--- config.mk ---
export PLATFORM = sky130hd
export DESIGN_NAME = rxsf_top
export DESIGN_NICKNAME = d
export VERILOG_FILES = /design/src/logic/rxsf_pkg.sv /design/src/logic/rxsf_top.sv
export SDC_FILE = /design/constraint.sdc
export NUM_CORES = 1
export LEC_CHECK = 0
export ABC_AREA = 1
export BUFFER_PORTS_ARGS = -buffer_cell sky130_fd_sc_hd__buf_2
export CAP_MARGIN = 20
export CELL_PAD_IN_SITES_DETAIL_PLACEMENT = 1
export CELL_PAD_IN_SITES_GLOBAL_PLACEMENT = 1
export CORE_ASPECT_RATIO = 0.9
export CORE_UTILIZATION = 35
export DETAILED_ROUTE_END_ITERATION = 8
export PLACE_DENSITY_LB_ADDON = 0.1
export SLEW_MARGIN = 20
export SYNTH_ARGS = -nofsm -noshare
export SYNTH_HDL_FRONTEND = slang
export SYNTH_SLANG_ARGS = --single-unit
export TNS_END_PERCENT = 1
--- constraint.sdc ---
create_clock -name clock -period 2.6 [get_ports clock]
set_input_delay 0.26 -clock clock [delete_from_list [all_inputs] [get_ports clock]]
set_output_delay 0.26 -clock clock [all_outputs]
set_load 0.02 [all_outputs]
--- src/logic/rxsf_pkg.sv ---
// Constants, field layouts and reset values of the receive stamp filter block.
// Assumes a 16-bit register port addressed by 5-bit register numbers.
package rxsf_pkg;

  // Register numbers on the management port.
  localparam logic [4:0] ADDR_BASE_CFG = 5'h18;
  localparam logic [4:0] ADDR_STATUS = 5'h19;
  localparam logic [4:0] ADDR_IP_HALF = 5'h1B;
  localparam logic [4:0] ADDR_EXT_CFG = 5'h1C;

  // Base configuration bits.
  localparam int BASE_DOMAIN_EN = 15;
  localparam int BASE_IP_SEL = 13;
  localparam int BASE_IP_EN = 12;

  // Extended configuration fields.
  localparam int EXT_MIN_GAP_LSB = 12;
  localparam int EXT_KEEP_UDP = 11;
  localparam int EXT_KEEP_CRC = 10;
  localparam int EXT_APPEND = 9;
  localparam int EXT_INSERT = 8;
  localparam int EXT_DOMAIN_LSB = 0;

  // Status fields.
  localparam int STAT_CAPTURE = 0;
  localparam int STAT_INSERT = 1;
  localparam int STAT_DISCARD = 2;
  localparam int STAT_DROP_LSB = 8;

  // Reset values.
  localparam logic [15:0] BASE_CFG_RESET = 16'h0000;
  localparam logic [15:0] IP_HALF_RESET = 16'h0000;
  localparam logic [3:0] MIN_GAP_RESET = 4'hC;
  localparam logic [3:0] GAP_SATURATE = 4'hF;
  localparam logic [7:0] DOMAIN_RESET = 8'h00;

  // Buffer geometry: two entries of {preamble, last, data}.
  localparam int BUF_DEPTH = 2;
  localparam int BEAT_W = 10;

  // Gap tracking states toward the MAC.
  typedef enum logic {
    RXSF_GAP,
    RXSF_FRAME
  } rxsf_gap_state_t;

endpackage

--- src/logic/rxsf_top.sv ---
// Receive stamp filter: register file, stamp eligibility decision and gap keeper toward the MAC.
// Assumes the parser and the MAC side run on the same clock; one accepted beat is one byte time.
//
// Decided for this implementation: the address-and-strobe port.
`timescale 1ns/1ns

module rxsf_top (
  input wire logic clock,
  input wire logic rstn,
  input wire logic [4:0] reg_addr,
  input wire logic [15:0] reg_wdata,
  input wire logic reg_wr,
  input wire logic reg_rd,
  output logic [15:0] reg_rdata,
  input wire logic in_valid,
  output logic in_ready,
  input wire logic [7:0] in_data,
  input wire logic in_pre,
  input wire logic in_last,
  input wire logic in_event,
  input wire logic in_is_udp,
  input wire logic in_is_l2,
  input wire logic [31:0] in_dest_ip,
  input wire logic [7:0] in_domain,
  input wire logic in_udp_err,
  input wire logic in_crc_err,
  output logic out_valid,
  input wire logic out_ready,
  output logic [7:0] out_data,
  output logic out_last,
  output logic stamp_capture,
  output logic stamp_insert,
  output logic stamp_append
);

  // Configuration state.
  logic domain_match_on;
  logic ip_half_select;
  logic user_ip_filter_on;
  logic [31:0] filter_ip;
  logic [3:0] min_gap_byte_times;
  logic keep_on_udp_sum_error;
  logic keep_on_frame_check_error;
  logic append_stamp_layer2;
  logic stamp_into_packet;
  logic [7:0] domain_match_value;

  // Decision and gap state.
  logic stamp_discard;
  logic [7:0] drop_count;
  localparam int BEAT_W_LOCAL = rxsf_pkg::BEAT_W;
  logic [BEAT_W_LOCAL-1:0] buf_mem [rxsf_pkg::BUF_DEPTH];
  logic buf_wr_ptr;
  logic buf_rd_ptr;
  logic [1:0] buf_count;
  logic [3:0] gap_count;
  rxsf_pkg::rxsf_gap_state_t gap_state;

  // Combinational helpers.
  logic [15:0] ext_cfg_view;
  logic [15:0] base_cfg_view;
  logic [15:0] next_rdata;
  logic push;
  logic pop;
  logic head_pre;
  logic head_last;
  logic [7:0] head_data;
  logic drop_head;
  logic frame_end;
  logic [3:0] gap_seen;
  logic take_last;
  logic ip_ok;
  logic domain_ok;
  logic error_ok;
  logic eligible;
  logic [1:0] next_count;

  // Register views, assembled once and used only by the read mux.
  always_comb begin
    base_cfg_view = 16'h0000;
    base_cfg_view[rxsf_pkg::BASE_DOMAIN_EN] = domain_match_on;
    base_cfg_view[rxsf_pkg::BASE_IP_SEL] = ip_half_select;
    base_cfg_view[rxsf_pkg::BASE_IP_EN] = user_ip_filter_on;
    ext_cfg_view = {min_gap_byte_times, keep_on_udp_sum_error, keep_on_frame_check_error,
                    append_stamp_layer2, stamp_into_packet, domain_match_value};
  end

  // Base configuration; domain matching starts disabled so no domain is checked unbidden.
  always_ff @(posedge clock or negedge rstn) begin
    if (!rstn) begin
      domain_match_on <= rxsf_pkg::BASE_CFG_RESET[rxsf_pkg::BASE_DOMAIN_EN];
      ip_half_select <= rxsf_pkg::BASE_CFG_RESET[rxsf_pkg::BASE_IP_SEL];
      user_ip_filter_on <= rxsf_pkg::BASE_CFG_RESET[rxsf_pkg::BASE_IP_EN];
    end else if (reg_wr && reg_addr == rxsf_pkg::ADDR_BASE_CFG) begin
      domain_match_on <= reg_wdata[rxsf_pkg::BASE_DOMAIN_EN];
      ip_half_select <= reg_wdata[rxsf_pkg::BASE_IP_SEL];
      user_ip_filter_on <= reg_wdata[rxsf_pkg::BASE_IP_EN];
    end
  end

  // Filter address: the selector picks which half a write lands in.
  always_ff @(posedge clock or negedge rstn) begin
    if (!rstn) begin
      filter_ip <= {rxsf_pkg::IP_HALF_RESET, rxsf_pkg::IP_HALF_RESET};
    end else if (reg_wr && reg_addr == rxsf_pkg::ADDR_IP_HALF) begin
      if (!ip_half_select) begin
        filter_ip[31:16] <= reg_wdata;
      end else begin
        filter_ip[15:0] <= reg_wdata;
      end
    end
  end

  // Extended configuration; the gap minimum is writable so software can tune it to the MAC.
  always_ff @(posedge clock or negedge rstn) begin
    if (!rstn) begin
      min_gap_byte_times <= rxsf_pkg::MIN_GAP_RESET;
      keep_on_udp_sum_error <= 1'h0;
      keep_on_frame_check_error <= 1'h0;
      append_stamp_layer2 <= 1'h0;
      stamp_into_packet <= 1'h0;
      domain_match_value <= rxsf_pkg::DOMAIN_RESET;
    end else if (reg_wr && reg_addr == rxsf_pkg::ADDR_EXT_CFG) begin
      min_gap_byte_times <= reg_wdata[rxsf_pkg::EXT_MIN_GAP_LSB +: 4];
      keep_on_udp_sum_error <= reg_wdata[rxsf_pkg::EXT_KEEP_UDP];
      keep_on_frame_check_error <= reg_wdata[rxsf_pkg::EXT_KEEP_CRC];
      append_stamp_layer2 <= reg_wdata[rxsf_pkg::EXT_APPEND];
      stamp_into_packet <= reg_wdata[rxsf_pkg::EXT_INSERT];
      domain_match_value <= reg_wdata[rxsf_pkg::EXT_DOMAIN_LSB +: 8];
    end
  end

  // Read mux; an unmapped register reads as zero.
  always_comb begin
    next_rdata = 16'h0000;
    unique case (reg_addr)
      rxsf_pkg::ADDR_BASE_CFG: next_rdata = base_cfg_view;
      rxsf_pkg::ADDR_IP_HALF: next_rdata = ip_half_select ? filter_ip[15:0] :
                                                            filter_ip[31:16];
      rxsf_pkg::ADDR_EXT_CFG: next_rdata = ext_cfg_view;
      rxsf_pkg::ADDR_STATUS: begin
        next_rdata[rxsf_pkg::STAT_CAPTURE] = stamp_capture;
        next_rdata[rxsf_pkg::STAT_INSERT] = stamp_insert;
        next_rdata[rxsf_pkg::STAT_DISCARD] = stamp_discard;
        next_rdata[rxsf_pkg::STAT_DROP_LSB +: 8] = drop_count;
      end
      default: next_rdata = 16'h0000;
    endcase
  end

  // Read data stands only in the cycle after the strobe.
  always_ff @(posedge clock or negedge rstn) begin
    if (!rstn) begin
      reg_rdata <= 16'h0000;
    end else if (reg_rd) begin
      reg_rdata <= next_rdata;
    end else begin
      reg_rdata <= 16'h0000;
    end
  end

  // Eligibility of the packet ending on this beat.
  always_comb begin
    take_last = in_valid && in_ready && in_last;
    ip_ok = !user_ip_filter_on || !in_is_udp || (in_dest_ip == filter_ip);
    domain_ok = !domain_match_on || (in_domain == domain_match_value);
    error_ok = (!in_udp_err || keep_on_udp_sum_error)
               && (!in_crc_err || keep_on_frame_check_error);
    eligible = in_event && ip_ok && domain_ok && error_ok;
  end

  // Decision pulses; insertion steers the stamp away from the stamp register.
  always_ff @(posedge clock or negedge rstn) begin
    if (!rstn) begin
      stamp_capture <= 1'h0;
      stamp_insert <= 1'h0;
      stamp_append <= 1'h0;
      stamp_discard <= 1'h0;
    end else begin
      stamp_capture <= take_last && eligible && !stamp_into_packet;
      stamp_insert <= take_last && eligible && stamp_into_packet;
      stamp_append <= take_last && eligible && stamp_into_packet
                      && append_stamp_layer2 && in_is_l2;
      stamp_discard <= take_last && in_event && !eligible;
    end
  end

  // Two-entry buffer between the parser and the MAC side.
  always_comb begin
    push = in_valid && in_ready;
    {head_pre, head_last, head_data} = buf_mem[buf_rd_ptr];
    pop = (buf_count != 2'h0) && (!out_valid || out_ready);
    frame_end = out_valid && out_ready && out_last;
    gap_seen = (gap_state == rxsf_pkg::RXSF_GAP) ? gap_count : 4'h0;
    drop_head = pop && head_pre && (gap_state == rxsf_pkg::RXSF_GAP || frame_end)
                && gap_seen < min_gap_byte_times;
    next_count = buf_count + {1'b0, push} - {1'b0, pop};
  end

  // Buffer storage, one flip-flop word per entry.
  for (genvar i = 0; i < rxsf_pkg::BUF_DEPTH; i++) begin : g_entry
    always_ff @(posedge clock or negedge rstn) begin
      if (!rstn) begin
        buf_mem[i] <= '0;
      end else if (push && buf_wr_ptr == i[0]) begin
        buf_mem[i] <= {in_pre, in_last, in_data};
      end
    end
  end

  // Buffer pointers and ready; ready falls when full so a MAC stall loses nothing.
  always_ff @(posedge clock or negedge rstn) begin
    if (!rstn) begin
      buf_wr_ptr <= 1'h0;
      buf_rd_ptr <= 1'h0;
      buf_count <= 2'h0;
      in_ready <= 1'h0;
    end else begin
      buf_wr_ptr <= buf_wr_ptr ^ push;
      buf_rd_ptr <= buf_rd_ptr ^ pop;
      buf_count <= next_count;
      in_ready <= next_count != 2'h2;
    end
  end

  // Output stage toward the MAC; a dropped preamble byte leaves a byte time empty.
  always_ff @(posedge clock or negedge rstn) begin
    if (!rstn) begin
      out_valid <= 1'h0;
      out_data <= 8'h00;
      out_last <= 1'h0;
    end else if (pop) begin
      out_valid <= !drop_head;
      out_data <= head_data;
      out_last <= head_last;
    end else if (out_ready) begin
      out_valid <= 1'h0;
    end
  end

  // Gap tracking: counts idle byte times after a frame, closed by the next byte sent.
  always_ff @(posedge clock or negedge rstn) begin
    if (!rstn) begin
      gap_state <= rxsf_pkg::RXSF_GAP;
      gap_count <= rxsf_pkg::GAP_SATURATE;
    end else begin
      unique case (gap_state)
        rxsf_pkg::RXSF_GAP: begin
          if (pop && !drop_head) begin
            gap_state <= rxsf_pkg::RXSF_FRAME;
          end else if (!out_valid && gap_count != rxsf_pkg::GAP_SATURATE) begin
            gap_count <= gap_count + 4'h1;
          end
        end
        rxsf_pkg::RXSF_FRAME: begin
          if (frame_end) begin
            gap_count <= 4'h0;
            if (!pop || drop_head) begin
              gap_state <= rxsf_pkg::RXSF_GAP;
            end
          end
        end
      endcase
    end
  end

  // Dropped preamble counter, saturating so software sees a lasting trace.
  always_ff @(posedge clock or negedge rstn) begin
    if (!rstn) begin
      drop_count <= 8'h00;
    end else if (drop_head && drop_count != 8'hFF) begin
      drop_count <= drop_count + 8'h01;
    end
  end
endmodule

Word-level counts from Yosys, hierarchy flattened
Cells that the tools add are included.

Flip-flop bits (word level): 119. Input port bits: 82. Output and inout bits: 30. Word-level logic and storage cells: 121.

$add $sub $neg: 4. $lt $le $gt $ge: 2. Equality and inequality tests: 12. Multiplexer cells: 19. Bitwise logic cells: 6. Reductions and logical operators: 50.

Operator list (number): 32-bit == test (1); 16-bit 2-to-1 mux (2); 8-bit one-hot mux with 4 select lines (1); 10-bit 2-to-1 mux (3); 1-bit logical AND (27); 5-bit == test, second input constant (4); 4-bit 2-to-1 mux (4); 1-bit logical NOT (10); 5-bit one-hot mux with 2 select lines (1); 3-bit one-hot mux with 3 select lines (1); 8-bit by 1-bit adder with 8-bit output, second input constant (1); 8-bit == test (1); 1-bit logical OR (8); 8-bit != test, second input constant (1); 4-bit one-hot mux with 2 select lines (1); 1-bit 2-to-1 mux (5); 4-bit by 1-bit adder with 4-bit output, second input constant (1); 4-bit < comparator (1); 2-bit by 1-bit != test with 1-bit output, second input constant (2); 2-bit != test, second input constant (2); 4-bit != test, second input constant (1); 2-bit AND reduction (2); 2-bit nonzero test (2); 1-bit inverter (3); 7 further kinds (8).

Longest topological paths before layout
Depth in word-level cells: 11. Depth in mapped cells: 12. Gate-level depth less buffers: 12.

Least setup slack after synthesis
OpenSTA, ideal clock, no wires.

Path kind: flip-flop to flip-flop. Start point: register out_valid. End point: register in_ready. Library setup time: 0.127 ns. Arrival time: 1.855 ns. Data required time: 2.473 ns. Path slack: 0.618 ns. Cell stages (with the launch flop): 10. Buffers on the path: 1. Clock period less this slack: 1.982 ns. Path through: dfrtp_1 > inv_1 > o22ai_1 > buf_2 > inv_1 > ha_1 > inv_1 > ha_1 > xor2_1 > or2_2.

Cells in the longest elaborated chain, start to end: 5.

Ends and longest elaborated chain: start: declaration (line rxsf_top.sv:27) `output logic out_valid,`; start signal: assignment (line rxsf_top.sv:233) `out_valid <= !drop_head;`; 1-bit logical NOT (line rxsf_top.sv:192) `pop = (buf_count != 2'h0) && (!out_valid || out_ready);`; 1-bit logical OR (line rxsf_top.sv:192); 1-bit logical AND (line rxsf_top.sv:192); net pop (line rxsf_top.sv:64) `logic pop;`; 2-bit by 1-bit subtractor with 2-bit output (line rxsf_top.sv:197) `next_count = buf_count + {1'b0, push} - {1'b0, pop};`; 2-bit != test (line rxsf_top.sv:222) `in_ready <= next_count != 2'h2;`; end signal: assignment (line rxsf_top.sv:217) `in_ready <= 1'h0;`; end signal: assignment (line rxsf_top.sv:222); end: declaration (line rxsf_top.sv:16) `output logic in_ready,`.

The timed path passes the listed nets, and every way through them passes these cells. A chain may end at the register's enable or synchronous reset.

Worst setup path in the final report
Start point: register gap_count[3]. End point: register drop_count[6].

Cells in the longest elaborated chain, start to end: 4.

Ends and longest elaborated chain: start: declaration (line rxsf_top.sv:56) `logic [3:0] gap_count;`; start signal: assignment (line rxsf_top.sv:245) `gap_count <= rxsf_pkg::GAP_SATURATE;`; start signal: assignment (line rxsf_top.sv:252) `gap_count <= gap_count + 4'h1;`; 4-bit 2-to-1 mux (line rxsf_top.sv:194) `gap_seen = (gap_state == rxsf_pkg::RXSF_GAP) ? gap_count : 4'h0;`; 4-bit < comparator (line rxsf_top.sv:196) `&& gap_seen < min_gap_byte_times;`; 1-bit logical AND (line rxsf_top.sv:196); 1-bit logical AND (line rxsf_top.sv:271) `end else if (drop_head && drop_count != 8'hFF) begin`; end signal: assignment (line rxsf_top.sv:272) `drop_count <= drop_count + 8'h01;`; end: declaration (line rxsf_top.sv:50) `logic [7:0] drop_count;`.

No other way between the ends.

==> flow_summary.toml <==
[floorplanning]
die_y_um = 127
ios = 112
core_um2 = 16900
start_util_pct = 35.9
rows = 45
die-area_um2 = 17900
die_x_um = 141

[synth]
ys_types = 41
synthesis.nets = 817
synth_enable_flop_cells = 0
ys_warn_count = 0
ys_seq_elements = 119
synthCells = 726
seq_area_frac_synth_pct = 49.1
synth_area_um2 = 6080
synth_area_per_cell_um2 = 8.37
synthArstFlopShare_pct = 100
synth_ff_type = "dfrtp_1"

[layout]
layout.nets = 932
final_area_um2 = 7470
multi_input_area_um2 = 2530
synthToLayoutAreaGrowth_pct = 22.9
n_fill_cell = 2034
drive_above_1_share_pct = 23.9
seq_area_um2 = 2990

[sta]
rsz0062_at_grt = "no"
max_freq_ghz = 0.482
timing.slew.headroom_pct = 58.2
fin_ws_ns = 0.525
hold_violations = 0
final.min_clock_period_ns = 2.07
finalClockSkew_ns = 0.00856
whs_ns = 0.0589
finalSetupViolCount = 0
worstMarginPinSlew_ns = 0.627
finalMaxSlewViolations = 0
tns_ns = 0
finalCritPeriodShare_pct = 79.8

[clocking]
htree_levels = 4
cts_setup_buffers = 0
cts_sinks = 119
ctsLongestPathBuffers = 2
hold_buffers = 1
cts-buffers-inserted = 17
clock_latency_ns = 0.42
cts_tree = "built"
clk_pin_slew_ns = 0.06
cts-root-buf = "clkbuf_16"
post_cts_resized = 0

[placed_design]
gp_congestion = 0.772
dpl_cell_area_um2 = 6850
place_ws_ns = 0.540
post-dp-hpwl_um = 12800
portBuffers = 111

[global_route]
grt_pass1_wl_um = 27900
antenna_found_initial = 3
first_global_vias = 5475
grt_max_degree = 43
grt_usage_pct = 20.6
grt_remaining_overflow = 0

[routing]
drtAntennaViolNets = 0
avgViaCountPerCell = 4.68
first_pass_iters = 4
dr.first_iter.drc_count = 191
wl_um = 17100
wl_per_cell_um = 15.7
vias = 5109
drc = 0

[setup_path]
crit_required_ns = 2.90
end_kind = "register"
critical_path_class = "register to register"
crit_path_top_delay_cell = "dfstp_2"
max_stage_delay_ns = 0.55
crit_top_cell = "nor2_1"
critPathArrivalTime_ns = 2.38
cp-start-kind = "register"
crit_fanout = 6
path_cells = "inv_1 > nor2_1 > ha_1 > a21oi_1 > nand3_1 > nor2_1 > nand3_2 > inv_2 > nand2_1 > xor2_1"

[job]
cap_violations = 0

[pwr]
p_per_area_nw_per_um2 = 900
p_leak_uw = 0.00385
ir_drop_v = 0.000580

[hold_path]
hold_class = "primary input to register"

[status]
status = "finished, final reports clean"
==> state kept, by name (all words and copies together) (netlist names), 2 cells and up <==
register / count
filter_ip: 32
min_gap_byte_times: 4
buf_count: 2
drop_count: 8
gap_count: 4
out_data: 8
domain_match_value: 8
reg_rdata: 16
buf_mem: 20
==> worst max-delay path, delay by kind of cell, from the launching register on <==
kind                       cells  cell delay [ns]
AOI/OAI and AO/OA              1             0.16
adders and majority gates      1             0.26
DFF                            1             0.55
xor gates and xnor gates       1             0.14
buffers and inverters          2             0.19
and+or+nand+nor                5             0.65
==> cells in the mapped netlist, types with 2 or more instances <==
cell type,instances,share of area [%]
mux2_2,9,1.7
a31oi_1,2,0.21
a22oi_1,8,0.99
o21ai_0,45,3.7
dfstp_2,6,2.6
nor2_1,29,1.8
o221ai_1,4,0.58
xnor2_1,24,3.5
ha_1,9,1.9
dfrtp_1,113,47
o21ai_1,21,1.7
nand2_1,247,15
nand3_4,3,0.86
inv_2,3,0.19
buf_6,8,1.5
a21oi_1,10,0.82
o21ai_2,20,2.9
nand3_1,10,0.82
nand3_2,4,0.66
buf_2,8,0.66
o211ai_1,7,0.86
inv_1,102,6.3
nand4_1,3,0.31
nand2_2,2,0.21
clkbuf_1,6,0.37
xor2_1,8,1.2
==> path summary, 6_finish.rpt <==
check	start	end	slack, ns	depth (start not counted)
worst min register to register	out_data[5]	out_data[5]	0.48	2
max in group asynchronous	rstn	gap_count[2]	1.44	3
worst min-delay path	in_data[1]	buf_mem[1]	0.06	3
worst max-delay path	gap_count[3]	drop_count[6]	0.53	10
worst max register to register	gap_count[3]	drop_count[6]	0.53	10
min in group asynchronous	rstn	reg_rdata[9]	0.39	2
==> area by class of cell <==
cell class / count / share of cell area, %
clock inverter: 13 / 1.99
tap: 235 / 3.94
clock buffer: 19 / 6.07
multi-input combinational: 478 / 33.9
timing repair buffer: 120 / 8.75
sequential: 119 / 40.0
antenna: 2 / 0.0670
inverter: 105 / 5.28
==> layer usage <==
layer,up-vias,wire [um],track usage [%]
li1,2510,-,-
met1,2472,7750,25.2
met2,106,8390,35.3
met5,-,10,0
met3,19,784,6.11
met4,2,210,5.88
==> cells by family after synthesis <==
logic type                 count (synthesis)  share of synthesized area (%)
and+or+nand+nor                          308                           21.4
buffers and inverters                    129                           9.18
AOI/OAI and AO/OA                        120                           12.1
DFF                                      119                           49.1
xor gates and xnor gates                  32                           4.61
muxes                                      9                           1.67
adders and majority gates                  9                           1.85
==> power breakdown <==
group	total [uW]	internal (uW)	switching, uW
Clock	2380	1470	915
Combinational	1670	655	1010
Sequential	2670	2320	352
Total	6720	4440	2280
==> cells in the final DEF (no fill, tap or decap), types with 8 or more instances in the layout <==
master and n:
a21oi_1 10, a22oi_1 8, buf_2 110, clkbuf_16 17, dfrtp_1 113, ha_1 9, inv_1 102, mux2_2 9
nand2_1 247, nand3_1 10, nor2_1 29, o21ai_0 45, o21ai_1 21, o21ai_2 20, xnor2_1 24, xor2_1 8
==> per-stage QoR <==
step                      total power (uW)  instances  utilization (%)
final                                 6720       1091             44.1
after global routing                  7150       1089             44.0
after CTS                             6810       1089             44.0
after detailed placement              4380       1056             40.4
after global placement                4270       1056             40.4
after floorplan                       3790        726                -
Note: power is estimated with default switching activity, not from simulation.
